[src/design/ebac_pkg.sv]
// package: constants shared by both ends of the byte access block
// Notes on behaviour
// - 512 bytes, each byte read/written alone
// - read strobe stalls processor four cycles
// - write strobe stalls processor two cycles
// - strobe within four cycles of arm
// - arm writes one arm, zero strobe
// - wait strobe clear before arming write
// - no write during self-programming busy
// - keep interrupts off through write sequence
// - hardware clears strobe when write done
// - during write ignore reads, freeze address
// - poll strobe clear before read strobe
// - write timed by RC oscillator ticks
// - write lasts 27072 oscillator cycles
// - write completes through power-down sleep
// - confirm write done before power-down
// - reset does not abort running write
// - registers reachable in processor register space
// - read data available right after strobe
// - arm bit self-clears after four cycles
// - strobe without arm does nothing
// - ready interrupt level while strobe clear
package ebac_pkg;
   localparam int unsigned MEM_BYTES   = 512;
   localparam int unsigned ADDR_W      = 9;
   localparam int unsigned READ_STALL  = 4;
   localparam int unsigned WRITE_STALL = 2;
   localparam int unsigned ARM_WINDOW  = 4;
   localparam int unsigned WRITE_OSC   = 27072;
   // register indices inside the device space
   localparam logic [1:0] IDX_ADDR_LO = 2'h0;
   localparam logic [1:0] IDX_ADDR_HI = 2'h1;
   localparam logic [1:0] IDX_DATA    = 2'h2;
   localparam logic [1:0] IDX_CTRL    = 2'h3;
   // control register bits
   localparam int unsigned BIT_READ   = 0;
   localparam int unsigned BIT_WRITE  = 1;
   localparam int unsigned BIT_ARM    = 2;
   localparam int unsigned BIT_RDYIE  = 3;
   // controller (wishbone slave) offsets, byte addresses
   localparam logic [3:0] WB_CMD      = 4'h0;
   localparam logic [3:0] WB_ADDR     = 4'h4;
   localparam logic [3:0] WB_WDATA    = 4'h8;
   localparam logic [3:0] WB_STATUS   = 4'hC;
   // command codes in WB_CMD
   localparam logic [1:0] CMD_READ    = 2'h1;
   localparam logic [1:0] CMD_WRITE   = 2'h2;
   localparam logic [1:0] CMD_RDYIE   = 2'h3;
   // oscillator tick divider: one tick per this many core cycles
   localparam logic [3:0] OSC_DIV     = 4'h3;
endpackage

[src/design/ebac_if.sv]
// interface: processor register port between controller and device
`timescale 1ns/10ps
interface ebac_if;
   logic       we;
   logic       re;
   logic [1:0] idx;
   logic [7:0] wdata;
   logic [7:0] rdata;
   logic       stall;
   logic       irq;
   modport dev (input we, re, idx, wdata, output rdata, stall, irq);
   modport ctl (output we, re, idx, wdata, input rdata, stall, irq);
endinterface

[src/design/ebac_ctrl.sv]
// controller end: wishbone slave that runs the register sequences
`timescale 1ns/10ps
module ebac_ctrl (
   // clock and reset
   input  wire logic        clk_i,
   input  wire logic        rst_n_i,
   // wishbone slave
   input  wire logic        wb_cyc_i,
   input  wire logic        wb_stb_i,
   input  wire logic        wb_we_i,
   input  wire logic [3:0]  wb_adr_i,
   input  wire logic [3:0]  wb_sel_i,
   input  wire logic [31:0] wb_dat_i,
   output logic [31:0]      wb_dat_o,
   output logic             wb_ack_o,
   // system
   input  wire logic        selfprog_busy_bit_i,
   // device port
   ebac_if.ctl              dev
);
   typedef enum logic [2:0] {
      EBC_IDLE, EBC_POLL, EBC_POLLW, EBC_SETA, EBC_SETAH, EBC_SETD,
      EBC_ARM, EBC_GO
   } ebc_state_t;

   ebc_state_t   st_reg, st_next;
   logic [1:0]   cmd_reg, cmd_next;
   logic [8:0]   addr_reg, addr_next;
   logic [7:0]   wdat_reg, wdat_next, rdat_reg, rdat_next;
   logic         busy_reg, busy_next, ack_reg, ack_next;
   logic         rdyie_reg, rdyie_next;
   logic         we_reg, we_next, re_reg, re_next;
   logic [1:0]   idx_reg, idx_next;
   logic [7:0]   bd_reg, bd_next;
   logic [31:0]  dat_reg, dat_next;

   // command sequencer and bus slave
   always_comb begin
      st_next = st_reg; cmd_next = cmd_reg; addr_next = addr_reg;
      wdat_next = wdat_reg; rdat_next = rdat_reg; busy_next = busy_reg;
      rdyie_next = rdyie_reg; we_next = 1'b0; re_next = 1'b0;
      idx_next = idx_reg; bd_next = bd_reg; dat_next = dat_reg;
      ack_next = 1'b0;
      if (wb_cyc_i && wb_stb_i && !ack_reg) begin
         ack_next = 1'b1;
         dat_next = 32'h0000_0000;
         if (wb_we_i && wb_sel_i[0]) begin
            unique case (wb_adr_i)
               ebac_pkg::WB_ADDR:  if (!busy_reg) addr_next = wb_dat_i[8:0];
               ebac_pkg::WB_WDATA: if (!busy_reg) wdat_next = wb_dat_i[7:0];
               ebac_pkg::WB_CMD:
                  if (!busy_reg && wb_dat_i[1:0] != 2'h0) begin
                     cmd_next = wb_dat_i[1:0];
                     if (wb_dat_i[1:0] == ebac_pkg::CMD_RDYIE)
                        rdyie_next = wb_dat_i[2];
                     busy_next = 1'b1;
                     st_next = EBC_POLL;
                  end
               default: ;
            endcase
         end else if (!wb_we_i) begin
            unique case (wb_adr_i)
               ebac_pkg::WB_ADDR:   dat_next = {23'h0, addr_reg};
               ebac_pkg::WB_WDATA:  dat_next = {24'h0, wdat_reg};
               ebac_pkg::WB_STATUS: dat_next = {21'h0, dev.irq, rdyie_reg,
                                                busy_reg, rdat_reg};
               default:             dat_next = 32'h0000_0000;
            endcase
         end
      end
      unique case (st_reg)
         EBC_IDLE: ;
         EBC_POLL: begin   // read control register
            if (!dev.stall) begin
               re_next = 1'b1; idx_next = ebac_pkg::IDX_CTRL;
               st_next = EBC_POLLW;
            end
         end
         EBC_POLLW: begin  // strobe clear before any access, self-prog clear before a write
            if (!re_reg) begin
               if (dev.rdata[ebac_pkg::BIT_WRITE] ||
                   (cmd_reg == ebac_pkg::CMD_WRITE &&
                    selfprog_busy_bit_i))
                  st_next = EBC_POLL;
               else if (cmd_reg == ebac_pkg::CMD_RDYIE) begin
                  we_next = 1'b1; idx_next = ebac_pkg::IDX_CTRL;
                  bd_next = {4'h0, rdyie_reg, 3'h0};
                  st_next = EBC_GO;
               end else
                  st_next = EBC_SETA;
            end
         end
         EBC_SETA: begin
            we_next = 1'b1; idx_next = ebac_pkg::IDX_ADDR_LO;
            bd_next = addr_reg[7:0]; st_next = EBC_SETAH;
         end
         EBC_SETAH: begin
            we_next = 1'b1; idx_next = ebac_pkg::IDX_ADDR_HI;
            bd_next = {7'h00, addr_reg[8]};
            st_next = (cmd_reg == ebac_pkg::CMD_WRITE) ? EBC_SETD : EBC_ARM;
         end
         EBC_SETD: begin
            we_next = 1'b1; idx_next = ebac_pkg::IDX_DATA;
            bd_next = wdat_reg; st_next = EBC_ARM;
         end
         EBC_ARM: begin    // write: arm then strobe back to back, no gap; read: read strobe alone
            we_next = 1'b1; idx_next = ebac_pkg::IDX_CTRL;
            if (cmd_reg == ebac_pkg::CMD_WRITE)
               bd_next = {4'h0, rdyie_reg, 3'b100};
            else
               bd_next = {4'h0, rdyie_reg, 3'b001};
            st_next = EBC_GO;
            if (cmd_reg == ebac_pkg::CMD_WRITE && we_reg &&
                idx_reg == ebac_pkg::IDX_CTRL)
               bd_next = {4'h0, rdyie_reg, 3'b010};
         end
         EBC_GO: begin
            if (cmd_reg == ebac_pkg::CMD_WRITE && bd_reg[2]) begin
               we_next = 1'b1;
               bd_next = {4'h0, rdyie_reg, 3'b010};
            end else if (!dev.stall && !we_reg) begin
               if (cmd_reg == ebac_pkg::CMD_READ && !re_reg) begin
                  re_next = 1'b1; idx_next = ebac_pkg::IDX_DATA;
                  cmd_next = 2'h0;
               end else if (!re_reg) begin
                  if (cmd_reg == 2'h0) rdat_next = dev.rdata;
                  busy_next = 1'b0; st_next = EBC_IDLE;
               end
            end
         end
      endcase
      if (!rst_n_i) begin
         st_next = EBC_IDLE; cmd_next = 2'h0; addr_next = 9'h000;
         wdat_next = 8'h00; rdat_next = 8'h00; busy_next = 1'b0;
         rdyie_next = 1'b0; we_next = 1'b0; re_next = 1'b0;
         idx_next = 2'h0; bd_next = 8'h00; dat_next = 32'h0000_0000;
         ack_next = 1'b0;
      end
   end

   // register everything
   always_ff @(posedge clk_i) begin
      st_reg <= st_next; cmd_reg <= cmd_next; addr_reg <= addr_next;
      wdat_reg <= wdat_next; rdat_reg <= rdat_next; busy_reg <= busy_next;
      rdyie_reg <= rdyie_next; we_reg <= we_next; re_reg <= re_next;
      idx_reg <= idx_next; bd_reg <= bd_next; dat_reg <= dat_next;
      ack_reg <= ack_next;
   end

   assign wb_dat_o  = dat_reg;
   assign wb_ack_o  = ack_reg;
   assign dev.we    = we_reg;
   assign dev.re    = re_reg;
   assign dev.idx   = idx_reg;
   assign dev.wdata = bd_reg;
endmodule // ebac_ctrl

[src/flat_wrapper.sv]
// flat-port wrapper written by rule: the top's interface ports become plain ports
module ebac_ctrl_flat 
  (clk_i, rst_n_i, wb_cyc_i, wb_stb_i, wb_we_i, wb_adr_i, wb_sel_i, wb_dat_i, wb_dat_o, wb_ack_o, selfprog_busy_bit_i, dev_we, dev_re, dev_idx, dev_wdata, dev_rdata, dev_stall, dev_irq);
  ebac_if dev_i ();
  input  wire logic clk_i;
  input  wire logic rst_n_i;
  input  wire logic wb_cyc_i;
  input  wire logic wb_stb_i;
  input  wire logic wb_we_i;
  input  wire logic [3:0] wb_adr_i;
  input  wire logic [3:0] wb_sel_i;
  input  wire logic [31:0] wb_dat_i;
  output logic [31:0] wb_dat_o;
  output logic wb_ack_o;
  input  wire logic selfprog_busy_bit_i;
  output wire logic [$bits(dev_i.we)-1:0] dev_we;
  output wire logic [$bits(dev_i.re)-1:0] dev_re;
  output wire logic [$bits(dev_i.idx)-1:0] dev_idx;
  output wire logic [$bits(dev_i.wdata)-1:0] dev_wdata;
  input wire logic [$bits(dev_i.rdata)-1:0] dev_rdata;
  input wire logic [$bits(dev_i.stall)-1:0] dev_stall;
  input wire logic [$bits(dev_i.irq)-1:0] dev_irq;
  assign dev_we = dev_i.we;
  assign dev_re = dev_i.re;
  assign dev_idx = dev_i.idx;
  assign dev_wdata = dev_i.wdata;
  assign dev_i.rdata = dev_rdata;
  assign dev_i.stall = dev_stall;
  assign dev_i.irq = dev_irq;
  ebac_ctrl u_core (.clk_i(clk_i), .rst_n_i(rst_n_i), .wb_cyc_i(wb_cyc_i), .wb_stb_i(wb_stb_i), .wb_we_i(wb_we_i), .wb_adr_i(wb_adr_i), .wb_sel_i(wb_sel_i), .wb_dat_i(wb_dat_i), .wb_dat_o(wb_dat_o), .wb_ack_o(wb_ack_o), .selfprog_busy_bit_i(selfprog_busy_bit_i), .dev(dev_i));
endmodule
[config.mk]
export PLATFORM = sky130hd
export DESIGN_NAME = ebac_ctrl_flat
export DESIGN_NICKNAME = d
export VERILOG_FILES = /design/src/design/ebac_pkg.sv /design/src/design/ebac_if.sv /design/src/design/ebac_ctrl.sv /design/src/flat_wrapper.sv
export SDC_FILE = /design/constraint.sdc
export NUM_CORES = 1
export LEC_CHECK = 0
export BUFFER_PORTS_ARGS = -buffer_cell sky130_fd_sc_hd__buf_2
export CORE_MARGIN = 1.5
export CORE_UTILIZATION = 45
export CTS_CLUSTER_DIAMETER = 150
export DETAILED_ROUTE_END_ITERATION = 6
export PLACE_DENSITY = 0.76
export SYNTH_ARGS = -nofsm -noshare
export SYNTH_HDL_FRONTEND = slang
export SYNTH_SLANG_ARGS = --single-unit
[constraint.sdc]
create_clock -name clk_i -period 1.5 [get_ports clk_i]
set_input_delay 0.075 -clock clk_i [delete_from_list [all_inputs] [get_ports clk_i]]
set_output_delay 0.075 -clock clk_i [all_outputs]
set_load 0.005 [all_outputs]
==> results of run 1 <==
==> how the worst max path moves through the flow <==
| stage | start | endpoint | slack (ns) | cells after the start |
|---|---|---|---|---|
| 6_report | u_core.dev.we | u_core.rdat_reg[6] | -0.12 | 4 |
| 3_3_place_gp | u_core.dev.we | u_core.rdat_reg[0] | -0.08 | 5 |
| 3_5_place_dp | u_core.dev.we | u_core.rdat_reg[6] | -0.14 | 5 |
| 4_1_cts | u_core.dev.we | u_core.rdat_reg[6] | -0.13 | 5 |
| 2_1_floorplan | u_core.wb_ack_o | u_core.wb_dat_o[8] | -0.15 | 5 |
| 5_1_grt | u_core.dev.we | u_core.rdat_reg[6] | -0.17 | 4 |
==> cell families (layout without fill, tap and decap cells) <==
family	Yosys count	after routing
buf+inv	47	105
other cells	1	21
flops	56	56
compound gates	66	66
mux	42	42
simple gates	115	115
==> Yosys cell counts, drive strengths merged (4+ instances only) <==
cell / number / area, um2
nand2: 26 / 97.6
mux2i: 33 / 330
and2: 10 / 62.6
nand2b: 4 / 25.0
a31o: 4 / 35.0
nor2: 39 / 146
nor2b: 7 / 43.8
clkbuf: 13 / 48.8
o21ai: 18 / 90.1
nand3: 8 / 40.0
dfxtp: 56 / 1120
inv: 4 / 15.0
mux2: 9 / 101
a22oi: 11 / 82.6
buf: 30 / 214
a21oi: 10 / 53.8
==> metrics by stage <==
stage | power (W) | area, um2 | setup WS, ns
floorplan | 0.00165 | 2970 | -0.149
global placement | 0.00170 | 3310 | -0.0789
detailed placement | 0.00170 | 3310 | -0.139
CTS | 0.00271 | 3490 | -0.126
global route | 0.00280 | 3630 | -0.165
finish | 0.00270 | 3630 | -0.121
==> per-layer routing <==
layer  part of all wire, %  track usage [%]  up-vias
met5                     0                0        -
met4                   1.8             7.12        0
met3                   6.2             3.98       17
met2                    49             34.8      119
met1                    43             27.6     1243
li1                      -                -     1269
==> cell type report <==
type                       instances  area, um2
clock buffer                       5       68.8
clock inverter                     3       42.5
fill                             532       2430
inverter                           4       15.0
multi-input combinational        244       1660
sequential                        56       1130
tap                               75       93.8
timing repair buffer              93        621
==> power by group through the flow <==
stage / clock network [W] / registers, W / logic, W
6_report: 0.00101 / 0.00149 / 0.000205
3_3_place_gp: 0 / 0.00152 / 0.000177
2_1_floorplan: 0 / 0.00152 / 0.000128
4_1_cts: 0.00103 / 0.00149 / 0.000190
5_1_grt: 0.00109 / 0.00149 / 0.000222
3_5_place_dp: 0 / 0.00152 / 0.000178
==> what timing repair did <==
action	in CTS	in global routing
resized for setup	5	44
gates cloned	0	1
setup endpoints to repair	18	44
hold buffers	5	0
buffers inserted	0	2
hold endpoints to repair	5	0
pin swaps	0	13
==> worst reg2reg max path: stages, from the launching register on <==
cell and delay (ns):
dfxtp_2 0.33, or3_4 0.38, or4_4 0.54, mux2i_1 0.21, nor2_1 0.06
==> cell usage in the layout (no fill, tap or decap), types with 3 or more instances in the layout <==
cell type | netlist | final
conb_1 | 1 | 21
nand3_1 | 8 | 7
mux2i_1 | 33 | 32
and4bb_2 | 3 | 3
nand2_1 | 26 | 26
o21ai_2 | 0 | 8
nand2b_1 | 4 | 4
o2111ai_1 | 3 | 3
and2_1 | 10 | 10
buf_4 | 24 | 27
o21ai_1 | 0 | 3
mux2_2 | 9 | 9
a31o_2 | 4 | 4
a21oi_1 | 9 | 9
dlygate4sd3_1 | 0 | 5
buf_6 | 1 | 6
a22oi_1 | 11 | 11
dfxtp_1 | 56 | 53
o21ai_0 | 18 | 7
clkbuf_8 | 0 | 5
buf_2 | 3 | 53
o32ai_1 | 3 | 3
inv_1 | 4 | 3
nor2_1 | 39 | 37
nor2b_1 | 7 | 6
==> flow_summary.yaml, run 1 <==
placement:
  port_buffers: 53
  place_hpwl_um: 5350
  dp.cells: 465
  gp_congestion: 0.909
synthesis:
  synth_area_um2: 2880
  synth_top_family_by_area: "simple AND/OR/NAND/NOR gates"
  ys_types: 49
  yosysWarnings: 0
  synth_xor_area_share_pct: 0
  synthAdderAreaFrac_pct: 0
  synth_edf_count: 0
  yosys.area_share.simple_pct: 20.4
  ys_ff_latch: 56
  synth_ff_type: "dfxtp_1"
  yosysSeqAreaShare_pct: 38.9
  synthArstFlopShare_pct: 0
  synth_mux_area_share_pct: 15.0
  avgSynthCellArea_um2: 8.80
  netlist_instances: 327
  synth-compound-area-share_pct: 15.9
floorplan:
  placementRows: 28
  design.die.area_um2: 6890
  ioPinCount: 101
  die_w_um: 83.0
  start_util_pct: 47.5
  die_height_um: 83.0
  coreArea_um2: 6060
sta:
  finalSetupTns_ns: -0.817
  holdWs_ns: 0.00452
  min_period_ns: 1.62
  rsz0062_at_grt: "true"
  max_freq_ghz: 0.617
  hold_viol: 0
  setup_viol_count_final: 10
  clock_skew_ns: 0.0112
  fin_crit_sh_pct: 108
  setup_ws_ns: -0.121
  final_max_slew_viol_count: 0
critical_path:
  start_kind: "register"
  crit_path_top_delay_cell: "or4_4"
  path_buf_inv: 0
  timing.rr.end: "u_core.rdat_reg[6]"
  reg2reg_depth: 4
  end_kind: "register"
  crit_required_ns: 1.71
  cp_data_arrival_time_ns: 1.83
  path_max_fanout: 8
  rr_startpoint: "u_core.dev.we"
  critPathTopFamily: "simple AND/OR/NAND/NOR gates"
  worstSetupPathType: "register to register"
  max_stage_delay_ns: 0.54
  cp_cell_sequence: "or3_4 > or4_4 > mux2i_1 > nor2_1"
  r2r_slack_ns: -0.12
outcome:
  outcome: "complete, but fails checks"
  violations: "negative setup slack"
cts:
  clk_latency_ns: 0.32
  clkSinkCount: 56
  cts_buffer_depth: 2
  cts_tree: "done"
  cts_buffers: 5
  clock-root-buffer: "clkbuf_8"
  clkTransAtPathRegs_ns: 0.10
  htree_levels: 2
flow_run:
  drv_cap: 0
power_and_ir_drop:
  sw_frac_of_total_pct: 23.4
  seq_power_share_pct: 55.1
  p_clk_share_pct: 37.3
  power.density_nw_per_um2: 745
  internal_power_w: 0.00207
  comb_power_share_pct: 7.6
  worst_ir_drop_vdd_v: 0.000763
  leakagePower_nw: 1.73
  p_sw_w: 0.000633
detailed_routing:
  num_vias: 2648
  drt_wl_total_um: 7600
  first_iter_violations: 272
  postRouteAntennaNets: 0
  drcViolationCount: 0
  drt-pass1-iter-count: 5
  wire_per_inst_um: 15.8
  via_per_inst: 5.52
worst_hold_path:
  worstHoldPathCells: 3
  holdCritStartpoint: "dev_rdata[5]"
  worstHoldEndpoint: "u_core.rdat_reg[5]"
  hp-class: "input pin to register"
grt:
  grt_max_degree: 29
  grt_pass1_wl_um: 11900
  overflow: 0
  antenna_found_initial: 0
  grt_pass1_vias: 2486
  grt_usage_pct: 21.0
finish:
  final_nets: 460
  largest_reg_flops: 11
  area_growth_pct: 26.0
  antenna_cells: 0
  final_util_pct: 59.8
  layoutNonFillerInstCount: 480
  drive_above_1_share_pct: 35.6
Note: power is estimated with default switching activity, not from simulation.
==> run 2, diff against run 1 <==
--- a/config.mk
+++ b/config.mk
@@ -7,10 +7,10 @@
 export LEC_CHECK = 0
 export BUFFER_PORTS_ARGS = -buffer_cell sky130_fd_sc_hd__buf_2
 export CORE_MARGIN = 1.5
-export CORE_UTILIZATION = 45
+export CORE_UTILIZATION = 30
 export CTS_CLUSTER_DIAMETER = 150
 export DETAILED_ROUTE_END_ITERATION = 6
-export PLACE_DENSITY = 0.76
 export SYNTH_ARGS = -nofsm -noshare
 export SYNTH_HDL_FRONTEND = slang
 export SYNTH_SLANG_ARGS = --single-unit
+export TNS_END_PERCENT = 1
==> flow_summary.yaml, run 2 (synthesis results as in run 1) <==
placement:
  dp.cells: 524
  port_buffers: 53
  dpl_cell_area_um2: 3400
  preCtsSetupSlack_ns: -0.143
  place_hpwl_um: 5720
  gp_congestion: 0.920
finish:
  antenna_cells: 0
  final_cell_mix: "buf_2, dfxtp_1, nor2_1"
  largest_reg_flops: 11
  design_area_um2: 3620
  final_common_cell: "buf_2"
  layoutNonFillerInstCount: 538
  final_nets: 464
  drive_above_1_share_pct: 32.5
  area_growth_pct: 25.9
critical_path:
  path_max_fanout: 8
  max_stage_delay_ns: 0.53
  crit_path_top_delay_cell: "or4_4"
  cp_data_arrival_time_ns: 1.80
  start_kind: "register"
  cp_cell_sequence: "or3_4 > or4_4 > mux2i_1 > nor2_1"
  r2r_slack_ns: -0.09
  worstSetupPathType: "register to register"
  crit_required_ns: 1.71
  end_kind: "register"
flow_run:
  drv_cap: 0
cts:
  cts_tree: "done"
  htree_levels: 2
  clkTransAtPathRegs_ns: 0.10
  clkSinkCount: 56
  clk_latency_ns: 0.31
  cts_buffer_depth: 2
  clock-root-buffer: "clkbuf_8"
  cts_buffers: 5
  cts_setup_buffers: 0
floorplan:
  coreArea_um2: 9280
  die_height_um: 101
  design.die.area_um2: 10200
  placementRows: 35
  start_util_pct: 31.0
  die_w_um: 101
  ioPinCount: 101
sta:
  rsz0062_at_grt: "true"
  final_max_slew_viol_count: 0
  fin_crit_sh_pct: 106
  max_freq_ghz: 0.627
  hold_viol: 0
  setup_ws_ns: -0.0945
  min_period_ns: 1.59
  finalSetupTns_ns: -0.710
  setup_viol_count_final: 9
  clock_skew_ns: 0.00708
detailed_routing:
  drt_wl_total_um: 7860
  wire_per_inst_um: 14.6
  first_iter_violations: 137
  drcViolationCount: 0
  num_vias: 2582
  via_per_inst: 4.80
  postRouteAntennaNets: 0
  drt-pass1-iter-count: 4
power_and_ir_drop:
  leakagePower_nw: 1.71
  power.density_nw_per_um2: 705
  worst_ir_drop_vdd_v: 0.000454
outcome:
  outcome: "complete, but fails checks"
  violations: "negative setup slack"
grt:
  grt_pass1_vias: 2464
  overflow: 0
  grt_usage_pct: 15.3
  antenna_found_initial: 0
  grt_max_degree: 28
  grt_pass1_wl_um: 12200
worst_hold_path:
  hp-class: "input pin to register"
## run 2: per-stage QoR
stage               total power (W)  util, %  hold WS (ns)
detailed placement          0.00171     36.7         0.320
global placement            0.00171     36.7         0.320
finish                      0.00255     39.0        0.0115
CTS                         0.00257     38.5       0.00360
floorplan                   0.00165        -         0.219
global route                0.00266     39.0        0.0182
## run 2: final timing paths
kind                        from                  end  cells after the start
min                 dev_rdata[3]   u_core.rdat_reg[3]                      3
min reg2reg  u_core.dev.wdata[1]  u_core.dev.wdata[1]                      2
max reg2reg        u_core.dev.we   u_core.rdat_reg[1]                      4
max                u_core.dev.we   u_core.rdat_reg[1]                      4
## run 2: area by class of cell
cell class | instances | area (um2)
Timing Repair Buffer | 97 | 632
Tap cell | 129 | 161
Sequential cell | 56 | 1130
Clock inverter | 2 | 16.3
Clock buffer | 6 | 72.6
Inverter | 4 | 15.0
Multi-Input combinational cell | 244 | 1600
Fill cell | 963 | 5660
## run 2: worst max-delay path: cells and delay by family (launching register included)
family	cells	cell delay, ns
flip-flops	1	0.34
AND/OR/NAND/NOR	3	0.96
multiplexers	1	0.20
## run 2: power by group
part / internal (W) / leakage, nW / switching (W) / total (W)
Combinational: 0.0000896 / 1.22 / 0.000117 / 0.000207
Sequential: 0.00149 / 0.453 / 0.00000222 / 0.00149
Clock: 0.000334 / 0.0414 / 0.000521 / 0.000856
## run 2: per-layer routing
metal	vias up	wire length [um]	global-route usage, %
li1	1275	-	-
met4	0	53	3.53
met1	1216	3640	19.7
met3	4	390	2.98
met5	-	0	0
met2	87	3780	26.4
## run 2: repair_timing
action	in CTS	in global routing
hold buffers	7	0
hold endpoints to repair	7	0
gates cloned	0	0
pin swaps	0	3
endpoints found under the setup margin	15	41
resized for setup	4	29
